--- config.mk ---
export PLATFORM = sky130hd
export DESIGN_NAME = prog_exec
export DESIGN_NICKNAME = d
export VERILOG_FILES = /design/src/cfg_fields.v /design/src/prog_exec.v
export VERILOG_INCLUDE_DIRS = /design/src
export SDC_FILE = /design/constraint.sdc
export NUM_CORES = 1
export LEC_CHECK = 0
export BUFFER_PORTS_ARGS = -buffer_cell sky130_fd_sc_hd__buf_2
export CORE_MARGIN = 2
export CORE_UTILIZATION = 60
export DETAILED_ROUTE_END_ITERATION = 8
export PLACE_DENSITY = 0.83
export SLEW_MARGIN = 25
export SYNTH_ARGS = -nofsm -noshare
export SYNTH_HDL_FRONTEND = slang
export SYNTH_SLANG_ARGS = --single-unit
export TNS_END_PERCENT = 5
--- constraint.sdc ---
create_clock -name sys_clk -period 11.39 [get_ports sys_clk]
set_input_delay 0.5695 -clock sys_clk [delete_from_list [all_inputs] [get_ports sys_clk]]
set_output_delay 0.5695 -clock sys_clk [all_outputs]
set_load 0.02 [all_outputs]
--- src/cfg_regs.vh ---
// constants for the config word store, its field layout and the serial programming link
`ifndef CFG_REGS_VH
`define CFG_REGS_VH

// ==========================================================
// timing
`define SYS_CLK_NS          40
`define READY_LOW_NS        15000
`define READY_LOW_CYC       (`READY_LOW_NS / `SYS_CLK_NS)
`define BUSY_MIN_CYC        4

// ==========================================================
// config word values and field positions
`define CW_ERASED           16'hFFFF
`define CW1_DBG_PAIR_HI     9
`define CW1_DBG_PAIR_LO     8
`define CW1_WDOG_DIV_BIT    4
`define CW1_WDOG_WDOG_WINDOW_DISABLE_BIT 6
`define CW1_WDOG_ALWAYS_BIT 7
`define CW1_WR_PROT_BIT     12
`define CW1_RD_PROT_BIT     13
`define CW2_POSC_HI         1
`define CW2_POSC_LO         0
`define CW2_REMAP_ONCE_BIT  4
`define CW2_OSC_FN_BIT      5
`define CW2_SOSC_HI         12
`define CW2_SOSC_LO         11
`define CW2_WAKE_HI         14
`define CW2_WAKE_LO         13
`define CW2_TWO_SPEED_BIT   15

// ==========================================================
// command opcodes, response status codes, config addresses
`define OP_SANITY           4'h0
`define OP_MEM_READ         4'h2
`define OP_ROW_PROG         4'h5
`define OP_CFG_WRITE        4'h6
`define RSP_PASS            4'h1
`define RSP_FAIL            4'h2
`define RSP_NACK            4'h3
`define CFG1_ADDR           16'hFFFE
`define CFG2_ADDR           16'hFFFF
`define CFG_HI_BYTE_BIT     8

`endif

--- src/cfg_fields.v ---
// decode of the active config words into control levels, plus the pin-remap lock
`timescale 1ns/1ps
`include "cfg_regs.vh"

module cfg_fields (
    input  wire        clk,
    input  wire        rst_i_n,
    input  wire [15:0] cw1,
    input  wire [15:0] cw2,
    input  wire        remap_unlocked,
    input  wire        remap_lock_set,
    input  wire        remap_lock_clear,
    output wire [2:0]  emulation_pin_pair,
    output wire        dbg_pair_reserved,
    output wire        two_speed_startup_en,
    output wire        osc_pin_clock_out,
    output wire        osc_pin_gpio,
    output wire        sec_osc_high_drive,
    output wire        sec_osc_low_power,
    output wire        sec_osc_reserved,
    output wire [3:0]  primary_osc_mode,
    output wire        wdog_div_128,
    output wire        wdog_window_mode,
    output wire        wdog_window_invalid,
    output wire        regulator_fast_wake,
    output wire        regulator_wake_reserved,
    output wire        remap_locked,
    output wire        remap_write_en
);
    // ==========================================================
    // field decode
    reg remap_lock_q;
    reg remap_lock_d;
    wire [1:0] dbg   = cw1[`CW1_DBG_PAIR_HI:`CW1_DBG_PAIR_LO];
    wire [1:0] posc  = cw2[`CW2_POSC_HI:`CW2_POSC_LO];
    wire [1:0] sosc  = cw2[`CW2_SOSC_HI:`CW2_SOSC_LO];
    wire [1:0] wake  = cw2[`CW2_WAKE_HI:`CW2_WAKE_LO];
    wire       xtal  = (posc == 2'b10) | (posc == 2'b01);

    // pair 1 on 11, pair 2 on 10, pair 3 on 01; 00 routes nowhere
    assign emulation_pin_pair = {dbg == 2'b01, dbg == 2'b10, dbg == 2'b11};
    assign dbg_pair_reserved  = (dbg == 2'b00);
    assign two_speed_startup_en = cw2[`CW2_TWO_SPEED_BIT];
    // crystal modes own the pin, so the function bit is ignored there
    assign osc_pin_clock_out  = cw2[`CW2_OSC_FN_BIT] & ~xtal;
    assign osc_pin_gpio       = ~cw2[`CW2_OSC_FN_BIT] & ~xtal;
    assign sec_osc_high_drive = (sosc == 2'b11);
    assign sec_osc_low_power  = (sosc == 2'b01);
    assign sec_osc_reserved   = ~sosc[0];
    // one-hot: {disabled, high speed crystal, standard crystal, external clock}
    assign primary_osc_mode   = {posc == 2'b11, posc == 2'b10, posc == 2'b01, posc == 2'b00};
    assign wdog_div_128       = cw1[`CW1_WDOG_DIV_BIT];
    assign wdog_window_mode   = ~cw1[`CW1_WDOG_WDOG_WINDOW_DISABLE_BIT] & cw1[`CW1_WDOG_ALWAYS_BIT];
    assign wdog_window_invalid = ~cw1[`CW1_WDOG_WDOG_WINDOW_DISABLE_BIT] & ~cw1[`CW1_WDOG_ALWAYS_BIT];
    assign regulator_fast_wake = (wake == 2'b01);
    assign regulator_wake_reserved = ~wake[0];

    // ==========================================================
    // pin-remap lock; set wins over clear in the same cycle
    always @* begin
        remap_lock_d = remap_lock_q;
        if (remap_unlocked & remap_lock_clear & ~cw2[`CW2_REMAP_ONCE_BIT])
            remap_lock_d = 1'b0;
        if (remap_unlocked & remap_lock_set)
            remap_lock_d = 1'b1;
    end

    always @(posedge clk or negedge rst_i_n) begin
        if (!rst_i_n)
            remap_lock_q <= 1'b0;
        else
            remap_lock_q <= remap_lock_d;
    end

    assign remap_locked   = remap_lock_q;
    assign remap_write_en = ~remap_lock_q;
endmodule // cfg_fields

--- src/prog_exec.v ---
// programming executive: serial command link, config word store, code protection
`timescale 1ns/1ps
`include "cfg_regs.vh"
// Operation
// - debug pair field routes emulation pins
// - bit 15 enables two-speed start-up
// - one-shot bit makes remap lock permanent
// - osc pin: clock out or gpio
// - secondary oscillator drive strength select
// - primary oscillator mode select
// - watchdog divider 1:128 or 1:32
// - watchdog window mode needs always-on
// - regulator wake time select
// - cw1 bits 12/13 protect, active low
// - erase sets both protect bits to one
// - write protect makes code programming fail
// - read protect returns zero, programming fails
// - only low-level bulk erase releases protection
// - one command in, one response out
// - input held at falling, output changes falling
// - sixteen-bit words, msb first
// - busy high, then ready low pulse
// - header: 4-bit opcode, 12-bit length

module prog_exec (
    input  wire        sys_clk,
    input  wire        rst_n,
    input  wire        nv_por_n,
    input  wire        master_clear_pin,
    input  wire        prog_clock_pin,
    input  wire        prog_data_in,
    output wire        prog_data_out,
    output wire        prog_data_oe,
    input  wire        low_level_mode,
    input  wire        bulk_erase_req,
    output wire [15:0] mem_addr,
    output wire [15:0] mem_wdata,
    output wire        mem_we,
    input  wire [15:0] mem_rdata,
    input  wire        remap_unlocked,
    input  wire        remap_lock_set,
    input  wire        remap_lock_clear,
    output wire [15:0] config_word_one,
    output wire [15:0] config_word_two,
    output wire [2:0]  emulation_pin_pair,
    output wire        dbg_pair_reserved,
    output wire        two_speed_startup_en,
    output wire        osc_pin_clock_out,
    output wire        osc_pin_gpio,
    output wire        sec_osc_high_drive,
    output wire        sec_osc_low_power,
    output wire        sec_osc_reserved,
    output wire [3:0]  primary_osc_mode,
    output wire        wdog_div_128,
    output wire        wdog_window_mode,
    output wire        wdog_window_invalid,
    output wire        regulator_fast_wake,
    output wire        regulator_wake_reserved,
    output wire        remap_locked,
    output wire        remap_write_en
);
    // ==========================================================
    // states and timing
    localparam [3:0] ST_RX    = 4'h1;
    localparam [3:0] ST_BUSY  = 4'h2;
    localparam [3:0] ST_READY = 4'h4;
    localparam [3:0] ST_TX    = 4'h8;
    localparam [15:0] READY_CYC = `READY_LOW_CYC;
    localparam [15:0] BUSY_CYC  = `BUSY_MIN_CYC;

    // ==========================================================
    // reset release and pin synchronisers
    reg rst_s1, rst_i_n, nv_s1, nv_i_n;
    reg pgc_s1, pgc_s2, pgc_s3, pgd_s1, pgd_s2;
    reg master_clear_pin_s1, master_clear_pin_s2, erq_s1, erq_s2, erq_s3, llm_s1, llm_s2;

    always @(posedge sys_clk or negedge rst_n) begin
        if (!rst_n) begin
            rst_s1  <= 1'b0;
            rst_i_n <= 1'b0;
        end else begin
            rst_s1  <= 1'b1;
            rst_i_n <= rst_s1;
        end
    end

    // the store has its own power-on reset so a core reset keeps it
    always @(posedge sys_clk or negedge nv_por_n) begin
        if (!nv_por_n) begin
            nv_s1  <= 1'b0;
            nv_i_n <= 1'b0;
        end else begin
            nv_s1  <= 1'b1;
            nv_i_n <= nv_s1;
        end
    end

    // clock and data share the same two-stage delay, so they stay aligned
    always @(posedge sys_clk or negedge rst_i_n) begin
        if (!rst_i_n) begin
            {pgc_s1, pgc_s2, pgc_s3, pgd_s1, pgd_s2} <= 5'h00;
            {master_clear_pin_s1, master_clear_pin_s2, erq_s1, erq_s2, erq_s3, llm_s1, llm_s2} <= 7'h00;
        end else begin
            {pgc_s1, pgc_s2, pgc_s3} <= {prog_clock_pin, pgc_s1, pgc_s2};
            {pgd_s1, pgd_s2} <= {prog_data_in, pgd_s1};
            {master_clear_pin_s1, master_clear_pin_s2} <= {master_clear_pin, master_clear_pin_s1};
            {erq_s1, erq_s2, erq_s3} <= {bulk_erase_req, erq_s1, erq_s2};
            {llm_s1, llm_s2} <= {low_level_mode, llm_s1};
        end
    end

    wire pgc_fall  = pgc_s3 & ~pgc_s2;
    wire erase_hit = erq_s2 & ~erq_s3 & llm_s2;

    // ==========================================================
    // nonvolatile store and the copies latched at reset release
    reg [15:0] nv1_q, nv2_q, act1_q, act2_q;
    reg        loaded_q;
    reg        cfg_we_q, cfg_hit;
    reg [15:0] cfg_sel_q, cfg_dat_q;

    function [15:0] merge_byte;
        input [15:0] old;
        input [15:0] dat;
        begin
            merge_byte = dat[`CFG_HI_BYTE_BIT] ? {dat[7:0], old[7:0]} : {old[15:8], dat[7:0]};
        end
    endfunction

    wire [15:0] nv1_new = merge_byte(nv1_q, cfg_dat_q);
    // protect bits only move toward protected through a write
    wire [15:0] nv1_wr  = {nv1_new[15:14],
                           nv1_new[`CW1_RD_PROT_BIT] & nv1_q[`CW1_RD_PROT_BIT],
                           nv1_new[`CW1_WR_PROT_BIT] & nv1_q[`CW1_WR_PROT_BIT],
                           nv1_new[11:0]};

    always @(posedge sys_clk or negedge nv_i_n) begin
        if (!nv_i_n) begin
            nv1_q <= `CW_ERASED;
            nv2_q <= `CW_ERASED;
        end else if (erase_hit) begin
            nv1_q <= `CW_ERASED;
            nv2_q <= `CW_ERASED;
        end else if (cfg_we_q) begin
            if (cfg_sel_q == `CFG1_ADDR)
                nv1_q <= nv1_wr;
            else if (cfg_sel_q == `CFG2_ADDR)
                nv2_q <= merge_byte(nv2_q, cfg_dat_q);
        end
    end

    // writes land in the store only; fields follow at the next reset
    always @(posedge sys_clk or negedge rst_i_n) begin
        if (!rst_i_n) begin
            act1_q   <= `CW_ERASED;
            act2_q   <= `CW_ERASED;
            loaded_q <= 1'b0;
        end else if (!loaded_q) begin
            act1_q   <= nv1_q;
            act2_q   <= nv2_q;
            loaded_q <= 1'b1;
        end
    end

    wire wr_prot = ~act1_q[`CW1_WR_PROT_BIT];
    wire rd_prot = ~act1_q[`CW1_RD_PROT_BIT];

    // ==========================================================
    // command engine
    reg [3:0]  st_q;
    reg [15:0] sh_q, addr_q, cnt_q, mem_addr_q, mem_wdata_q;
    reg [3:0]  bit_q, op_q;
    reg [11:0] len_q, widx_q, left_q;
    reg        fail_q, vfy_q, mem_we_q, oe_q, out_q;
    wire [15:0] word_in = {sh_q[14:0], pgd_s2};
    wire        known   = (op_q == `OP_SANITY) | (op_q == `OP_MEM_READ) |
                          (op_q == `OP_ROW_PROG) | (op_q == `OP_CFG_WRITE);
    wire [3:0]  status  = ~known ? `RSP_NACK : (fail_q ? `RSP_FAIL : `RSP_PASS);
    // config words are readable even under read protection
    wire [15:0] rd_word = (addr_q == `CFG1_ADDR) ? nv1_q :
                          (addr_q == `CFG2_ADDR) ? nv2_q :
                          (rd_prot ? 16'h0000 : mem_rdata);

    always @* begin
        cfg_hit = 1'b0;
        if ((st_q == ST_RX) & pgc_fall & (bit_q == 4'hF) & (op_q == `OP_CFG_WRITE) &
            (widx_q == 12'h002))
            cfg_hit = 1'b1;
    end

    always @(posedge sys_clk or negedge rst_i_n) begin
        if (!rst_i_n) begin
            st_q <= ST_RX;
            {sh_q, addr_q, cnt_q, mem_addr_q, mem_wdata_q} <= {5{16'h0000}};
            {bit_q, op_q} <= 8'h00;
            {len_q, widx_q, left_q} <= {3{12'h000}};
            {fail_q, vfy_q, mem_we_q, oe_q, out_q, cfg_we_q} <= 6'h00;
            {cfg_sel_q, cfg_dat_q} <= {2{16'h0000}};
        end else begin
            mem_we_q <= 1'b0;
            vfy_q    <= mem_we_q;
            cfg_we_q <= cfg_hit; // data word lands first
            // read-back check one cycle after each row word write
            if (vfy_q & (rd_word != mem_wdata_q))
                fail_q <= 1'b1;
            if (!master_clear_pin_s2) begin
                st_q   <= ST_RX;
                oe_q   <= 1'b0;
                bit_q  <= 4'h0;
                widx_q <= 12'h000;
            end else case (st_q)
                ST_RX: begin
                    oe_q <= 1'b0;
                    if (pgc_fall) begin
                        sh_q  <= word_in;
                        bit_q <= bit_q + 4'h1;
                        if (bit_q == 4'hF) begin
                            widx_q <= widx_q + 12'h001;
                            if (widx_q == 12'h000) begin
                                op_q   <= word_in[15:12];
                                len_q  <= word_in[11:0];
                                fail_q <= 1'b0;
                                if (word_in[11:0] <= 12'h001)
                                    st_q <= ST_BUSY;
                            end else begin
                                if (widx_q == 12'h001)
                                    addr_q <= word_in;
                                if ((widx_q == 12'h001) & (op_q == `OP_MEM_READ))
                                    cnt_q <= word_in;
                                if ((widx_q == 12'h002) & (op_q == `OP_MEM_READ))
                                    addr_q <= word_in;
                                if ((widx_q == 12'h001) & (op_q == `OP_CFG_WRITE))
                                    cfg_sel_q <= word_in;
                                if ((widx_q == 12'h002) & (op_q == `OP_CFG_WRITE))
                                    cfg_dat_q <= word_in;
                                if ((widx_q >= 12'h002) & (op_q == `OP_ROW_PROG)) begin
                                    addr_q      <= addr_q + 16'h0001;
                                    mem_addr_q  <= addr_q;
                                    mem_wdata_q <= word_in;
                                    mem_we_q    <= ~wr_prot;
                                    if (wr_prot | rd_prot)
                                        fail_q <= 1'b1;
                                end
                                if (widx_q == len_q - 12'h001)
                                    st_q <= ST_BUSY;
                            end
                        end
                    end
                end
                ST_BUSY: begin
                    // a few cycles of processing shown as a high line
                    oe_q   <= 1'b1;
                    out_q  <= 1'b1;
                    widx_q <= widx_q + 12'h001;
                    if (widx_q >= BUSY_CYC[11:0] + len_q) begin
                        st_q   <= ST_READY;
                        cnt_q  <= 16'h0000;
                        left_q <= ((op_q == `OP_MEM_READ) & known) ? cnt_q[11:0] : 12'h000;
                    end
                end
                ST_READY: begin
                    out_q      <= 1'b0;
                    cnt_q      <= cnt_q + 16'h0001;
                    mem_addr_q <= addr_q;
                    if (cnt_q == READY_CYC - 16'h0001) begin
                        st_q  <= ST_TX;
                        bit_q <= 4'h0;
                        sh_q  <= {status, op_q, 8'h00};
                        out_q <= status[3];
                    end
                end
                ST_TX: begin
                    mem_addr_q <= addr_q;
                    if (pgc_fall) begin
                        bit_q <= bit_q + 4'h1;
                        if (bit_q == 4'hF) begin
                            if (left_q == 12'h000) begin
                                st_q   <= ST_RX;
                                oe_q   <= 1'b0;
                                widx_q <= 12'h000;
                            end else begin
                                left_q <= left_q - 12'h001;
                                sh_q   <= rd_word;
                                out_q  <= rd_word[15];
                                addr_q <= addr_q + 16'h0001;
                            end
                        end else begin
                            sh_q  <= {sh_q[14:0], 1'b0};
                            out_q <= sh_q[14];
                        end
                    end
                end
                default: st_q <= ST_RX;
            endcase
        end
    end

    // ==========================================================
    // outputs
    assign prog_data_out   = out_q;
    assign prog_data_oe    = oe_q;
    assign mem_addr        = mem_addr_q;
    assign mem_wdata       = mem_wdata_q;
    assign mem_we          = mem_we_q;
    assign config_word_one = act1_q;
    assign config_word_two = act2_q;

    cfg_fields u_fields (
        .clk                     (sys_clk),
        .rst_i_n                 (rst_i_n),
        .cw1                     (act1_q),
        .cw2                     (act2_q),
        .remap_unlocked          (remap_unlocked),
        .remap_lock_set          (remap_lock_set),
        .remap_lock_clear        (remap_lock_clear),
        .emulation_pin_pair      (emulation_pin_pair),
        .dbg_pair_reserved       (dbg_pair_reserved),
        .two_speed_startup_en    (two_speed_startup_en),
        .osc_pin_clock_out       (osc_pin_clock_out),
        .osc_pin_gpio            (osc_pin_gpio),
        .sec_osc_high_drive      (sec_osc_high_drive),
        .sec_osc_low_power       (sec_osc_low_power),
        .sec_osc_reserved        (sec_osc_reserved),
        .primary_osc_mode        (primary_osc_mode),
        .wdog_div_128            (wdog_div_128),
        .wdog_window_mode        (wdog_window_mode),
        .wdog_window_invalid     (wdog_window_invalid),
        .regulator_fast_wake     (regulator_fast_wake),
        .regulator_wake_reserved (regulator_wake_reserved),
        .remap_locked            (remap_locked),
        .remap_write_en          (remap_write_en)
    );
endmodule // prog_exec

==> flow_summary.ini <==
[final_layout]
antenna_cells_inserted = 0
mostFrequentLayoutCell = dfrtp_1
nFillCells = 1577
finalNetCount = 1460
postLayoutCoreUtil_pct = 68.58
share_of_final_layout_standard_cells_stronger_than_drive_strength_1_pct = 24.96
flow.area_growth_from_synthesis_pct = 12.97
final_cell_mix = dfrtp_1 (174), nand2_1 (158), a21oi_1 (129)

[pwr]
switching_portion_of_total_power_pct = 29.60
power.leakage_nw = 6.268
switchingPower_mw = 0.6600
seqPwrFrac_pct = 47.1
combinationalPowerShare_pct = 13.1
clock_power_share_pct = 39.8
power_density_nw_per_um2 = 155.6
vdd_ir_drop_max_mv = 0.1494
power.internal_mw = 1.570

[sta]
worstMarginPinSlew_ns = 1.009
setup_tns_ns = 0
rsz0062_at_grt = no
finalSetupViolations = 0
period_minus_slack_ns = 3.477
fmax_mhz = 287.6
finalHoldViolations = 0
slew_violations = 0
post-route-period-util_pct = 30.53
clock_skew_ns = 0.03321
timing.slew.headroom_pct = 32.12

[worst_setup_path]
critPathMaxStageDelay_ns = 0.79
cp_slowest_cell = nor2_1
cp_max_fo = 13
timing.critical_path.to_type = flip-flop
worst_ep_arrival_time_ns = 3.89
startpoint_type = flip-flop
crit_required_ns = 11.80
worstSetupPathType = flip-flop to flip-flop
path_common_cell = a21oi_1
crit_chain = nand3_1 > nor2_1 > nand4_1 > xor2_1 > ha_1 > a211o_1 > a21oi_1 > a21oi_1 > a21oi_1 > nor2_1 > mux2_2

[synth]
yosysSeqAreaShare_pct = 48.00
yosys.cell_types.count = 71
netlist_instances = 1328
ys_dominant_reg_cell = dfrtp_1
netlist_area_um2 = 12680
synth-edff-count = 0
synth.ff_latch_count = 240
synth_largest_type_area_fraction_pct = 34.53
syn_area_per_cell_um2 = 9.549
synthDominantAreaCellType = dfrtp_1
count_of_yosys_warnings_during_synthesis = 0
synth.top_cells.by_area = dfrtp_1 (35%), dfstp_2 (13%), mux2_2 (7.8%), a21oi_1 (5.1%), nand2_1 (4.7%)
asyncSetResetFlopFracSynth_pct = 100.0

[status]
run_status = finished, final reports clean

[routing]
initialDrtViolationCount = 895
route.final.wire_length_um = 34490
avgViaCountPerCell = 6.377
antenna_left = 0
detail_route.first_pass.iterations = 5
post_drt_wl_per_cell_um = 20.32
routed_vias = 10820
drcViolationCount = 0

[floorplan]
fp.dieArea_um2 = 22310
core_area_um2 = 20890
floorplan.initialDensity_pct = 60.71
die-width_um = 149.4
die_height_um = 149.4
floorplan.rows = 53
ioPinCount = 115

[place]
post_dp_hpwl_um = 23580
port_buffers = 114
routability_congestion_estimate_from_global_placement = 0.9941

[global_routing]
grt_pass1_wl_um = 55260
globalRouteTotalUtil_pct = 31.33
grt-ovfl-total = 0
grt_max_degree = 149
first_global_vias = 10410
initial_antenna_violation_count = 0

[clock_network]
clk_root_buffer_cell = clkbuf_16
cts.sinks = 240
clockBufferDepth = 3
clock_insertion_delay_worst_skew_ns = 0.56
cts_inserted_buffers = 26
cts_tree = built
cts-htree-levels = 1
cts_repair_resize_count = 0
path_clk_slew_ns = 0.06

[job]
timing.max_cap.violations = 0

[min_path]
timing.hold.worst.class = input pin to flip-flop
## registers in the layout (all words and copies together), names as in the netlist, 4 cells and up
| signal | flops |
|---|---|
| config_word_one | 16 |
| left_q | 12 |
| widx_q | 12 |
| cfg_dat_q | 9 |
| bit_q | 4 |
| mem_addr | 16 |
| addr_q | 16 |
| mem_wdata | 16 |
| sh_q | 15 |
| cfg_sel_q | 16 |
| len_q | 12 |
| op_q | 4 |
| nv1_q | 16 |
| cnt_q | 16 |
| nv2_q | 16 |
| config_word_two | 16 |
| st_q | 4 |
## per-stage QoR
| step | area (µm²) | power (mW) | cells | worst slack (ns) | hold slack, ns |
|---|---|---|---|---|---|
| 4_1_cts | 14310 | 2.225 | 1697 | 7.998 | 0.1106 |
| 5_1_grt | 14330 | 2.309 | 1697 | 7.590 | 0.1180 |
| 2_1_floorplan | 12690 | 1.221 | 1330 | 5.282 | 0.2739 |
| 3_5_place_dp | 13390 | 1.338 | 1649 | 8.013 | 0.3379 |
| 6_report | 14330 | 2.230 | 1697 | 7.913 | 0.1235 |
| 3_3_place_gp | 13390 | 1.328 | 1649 | 8.083 | 0.3320 |
## cells by family (layout without fill, tap and decap cells)
kind of cell | Yosys count | after routing | synth area share, %
other cells | 1 | 3 | 0.02957
compound gates | 382 | 382 | 17.67
buf+inv | 131 | 223 | 4.213
xor+xnor | 41 | 41 | 2.832
simple gates | 411 | 411 | 16.14
fa+ha+maj | 29 | 29 | 2.861
mux | 93 | 93 | 8.249
flops | 240 | 240 | 48.00
## cells in the mapped netlist, types with 5 or more instances
master / count
a31oi_1: 35
xor2_1: 23
nor3b_1: 5
nor2b_1: 6
a21oi_1: 130
o31ai_1: 9
nand4_1: 22
dfrtp_1: 175
o211ai_1: 18
mux2_2: 88
ha_1: 29
o22ai_1: 26
nand3_1: 50
clkbuf_1: 58
o21ai_0: 113
nand2_1: 159
nor2_1: 63
buf_2: 12
nor3_1: 22
inv_1: 45
xnor2_1: 18
dfstp_2: 65
nor4_2: 5
o21ai_1: 7
nor4_1: 12
buf_1: 8
a21o_1: 8
and2_1: 9
nand2b_1: 6
and3_1: 20
## critical path: cells and delay by family, from the launching register on
family	cells	cell delay (ns)
muxes	1	0.41
xor gates and xnor gates	1	0.17
adders and majority gates	1	0.31
and+or+nand+nor	4	1.30
AOI/OAI and AO/OA	4	0.67
DFF	1	0.51
## layout make-up
class	instances	area [µm²]	share of cell area, %
multi-input cells	959	6095	42.55
clock inverters	12	172.7	1.205
repair buffers	132	723.2	5.048
well taps	275	344.1	2.402
inverters	45	168.9	1.179
flip-flops and latches	240	6091	42.52
clock buffers	34	730.7	5.101
## timing repair
item / CTS / global route
hold buffers: 2 / 0
setup buffers: 0 / 0
endpoints found under the hold margin: 4 / 0
## power by group through the flow
stage / combinational, mW / sequential (mW) / clock (mW)
floorplan: 0.238 / 0.983 / 0
global placement: 0.276 / 1.05 / 0
detailed placement: 0.284 / 1.05 / 0
CTS: 0.287 / 1.04 / 0.897
global route: 0.325 / 1.05 / 0.930
finish: 0.292 / 1.05 / 0.888
## routing by layer
metal | vias up | track usage, % | wire [µm]
met4 | 0 | 12.14 | 1317
met1 | 5283 | 43.12 | 14150
met2 | 509 | 48.92 | 15880
met5 | - | 0 | 0
li1 | 4930 | - | -
met3 | 99 | 6.697 | 3135
## path summary, 6_finish.rpt
check / end / start / slack (ns) / depth (start not counted)
worst min register to register: nv_i_n$_DFF_PN0_ / nv_s1$_DFF_PN0_ / 0.35 / 0
min in group asynchronous: nv_i_n$_DFF_PN0_ / nv_por_n / 0.33 / 2
worst max-delay path: cnt_q[1]$_DFFE_PN0P_ / len_q[4]$_DFFE_PN0P_ / 7.91 / 11
worst min-delay path: erq_s1$_DFF_PN0_ / bulk_erase_req / 0.12 / 1
max in group asynchronous: cnt_q[9]$_DFFE_PN0P_ / rst_i_n$_DFF_PN0_ / 9.72 / 1
worst max register to register: cnt_q[1]$_DFFE_PN0P_ / len_q[4]$_DFFE_PN0P_ / 7.91 / 11
Power figures use the tool's default switching activity.
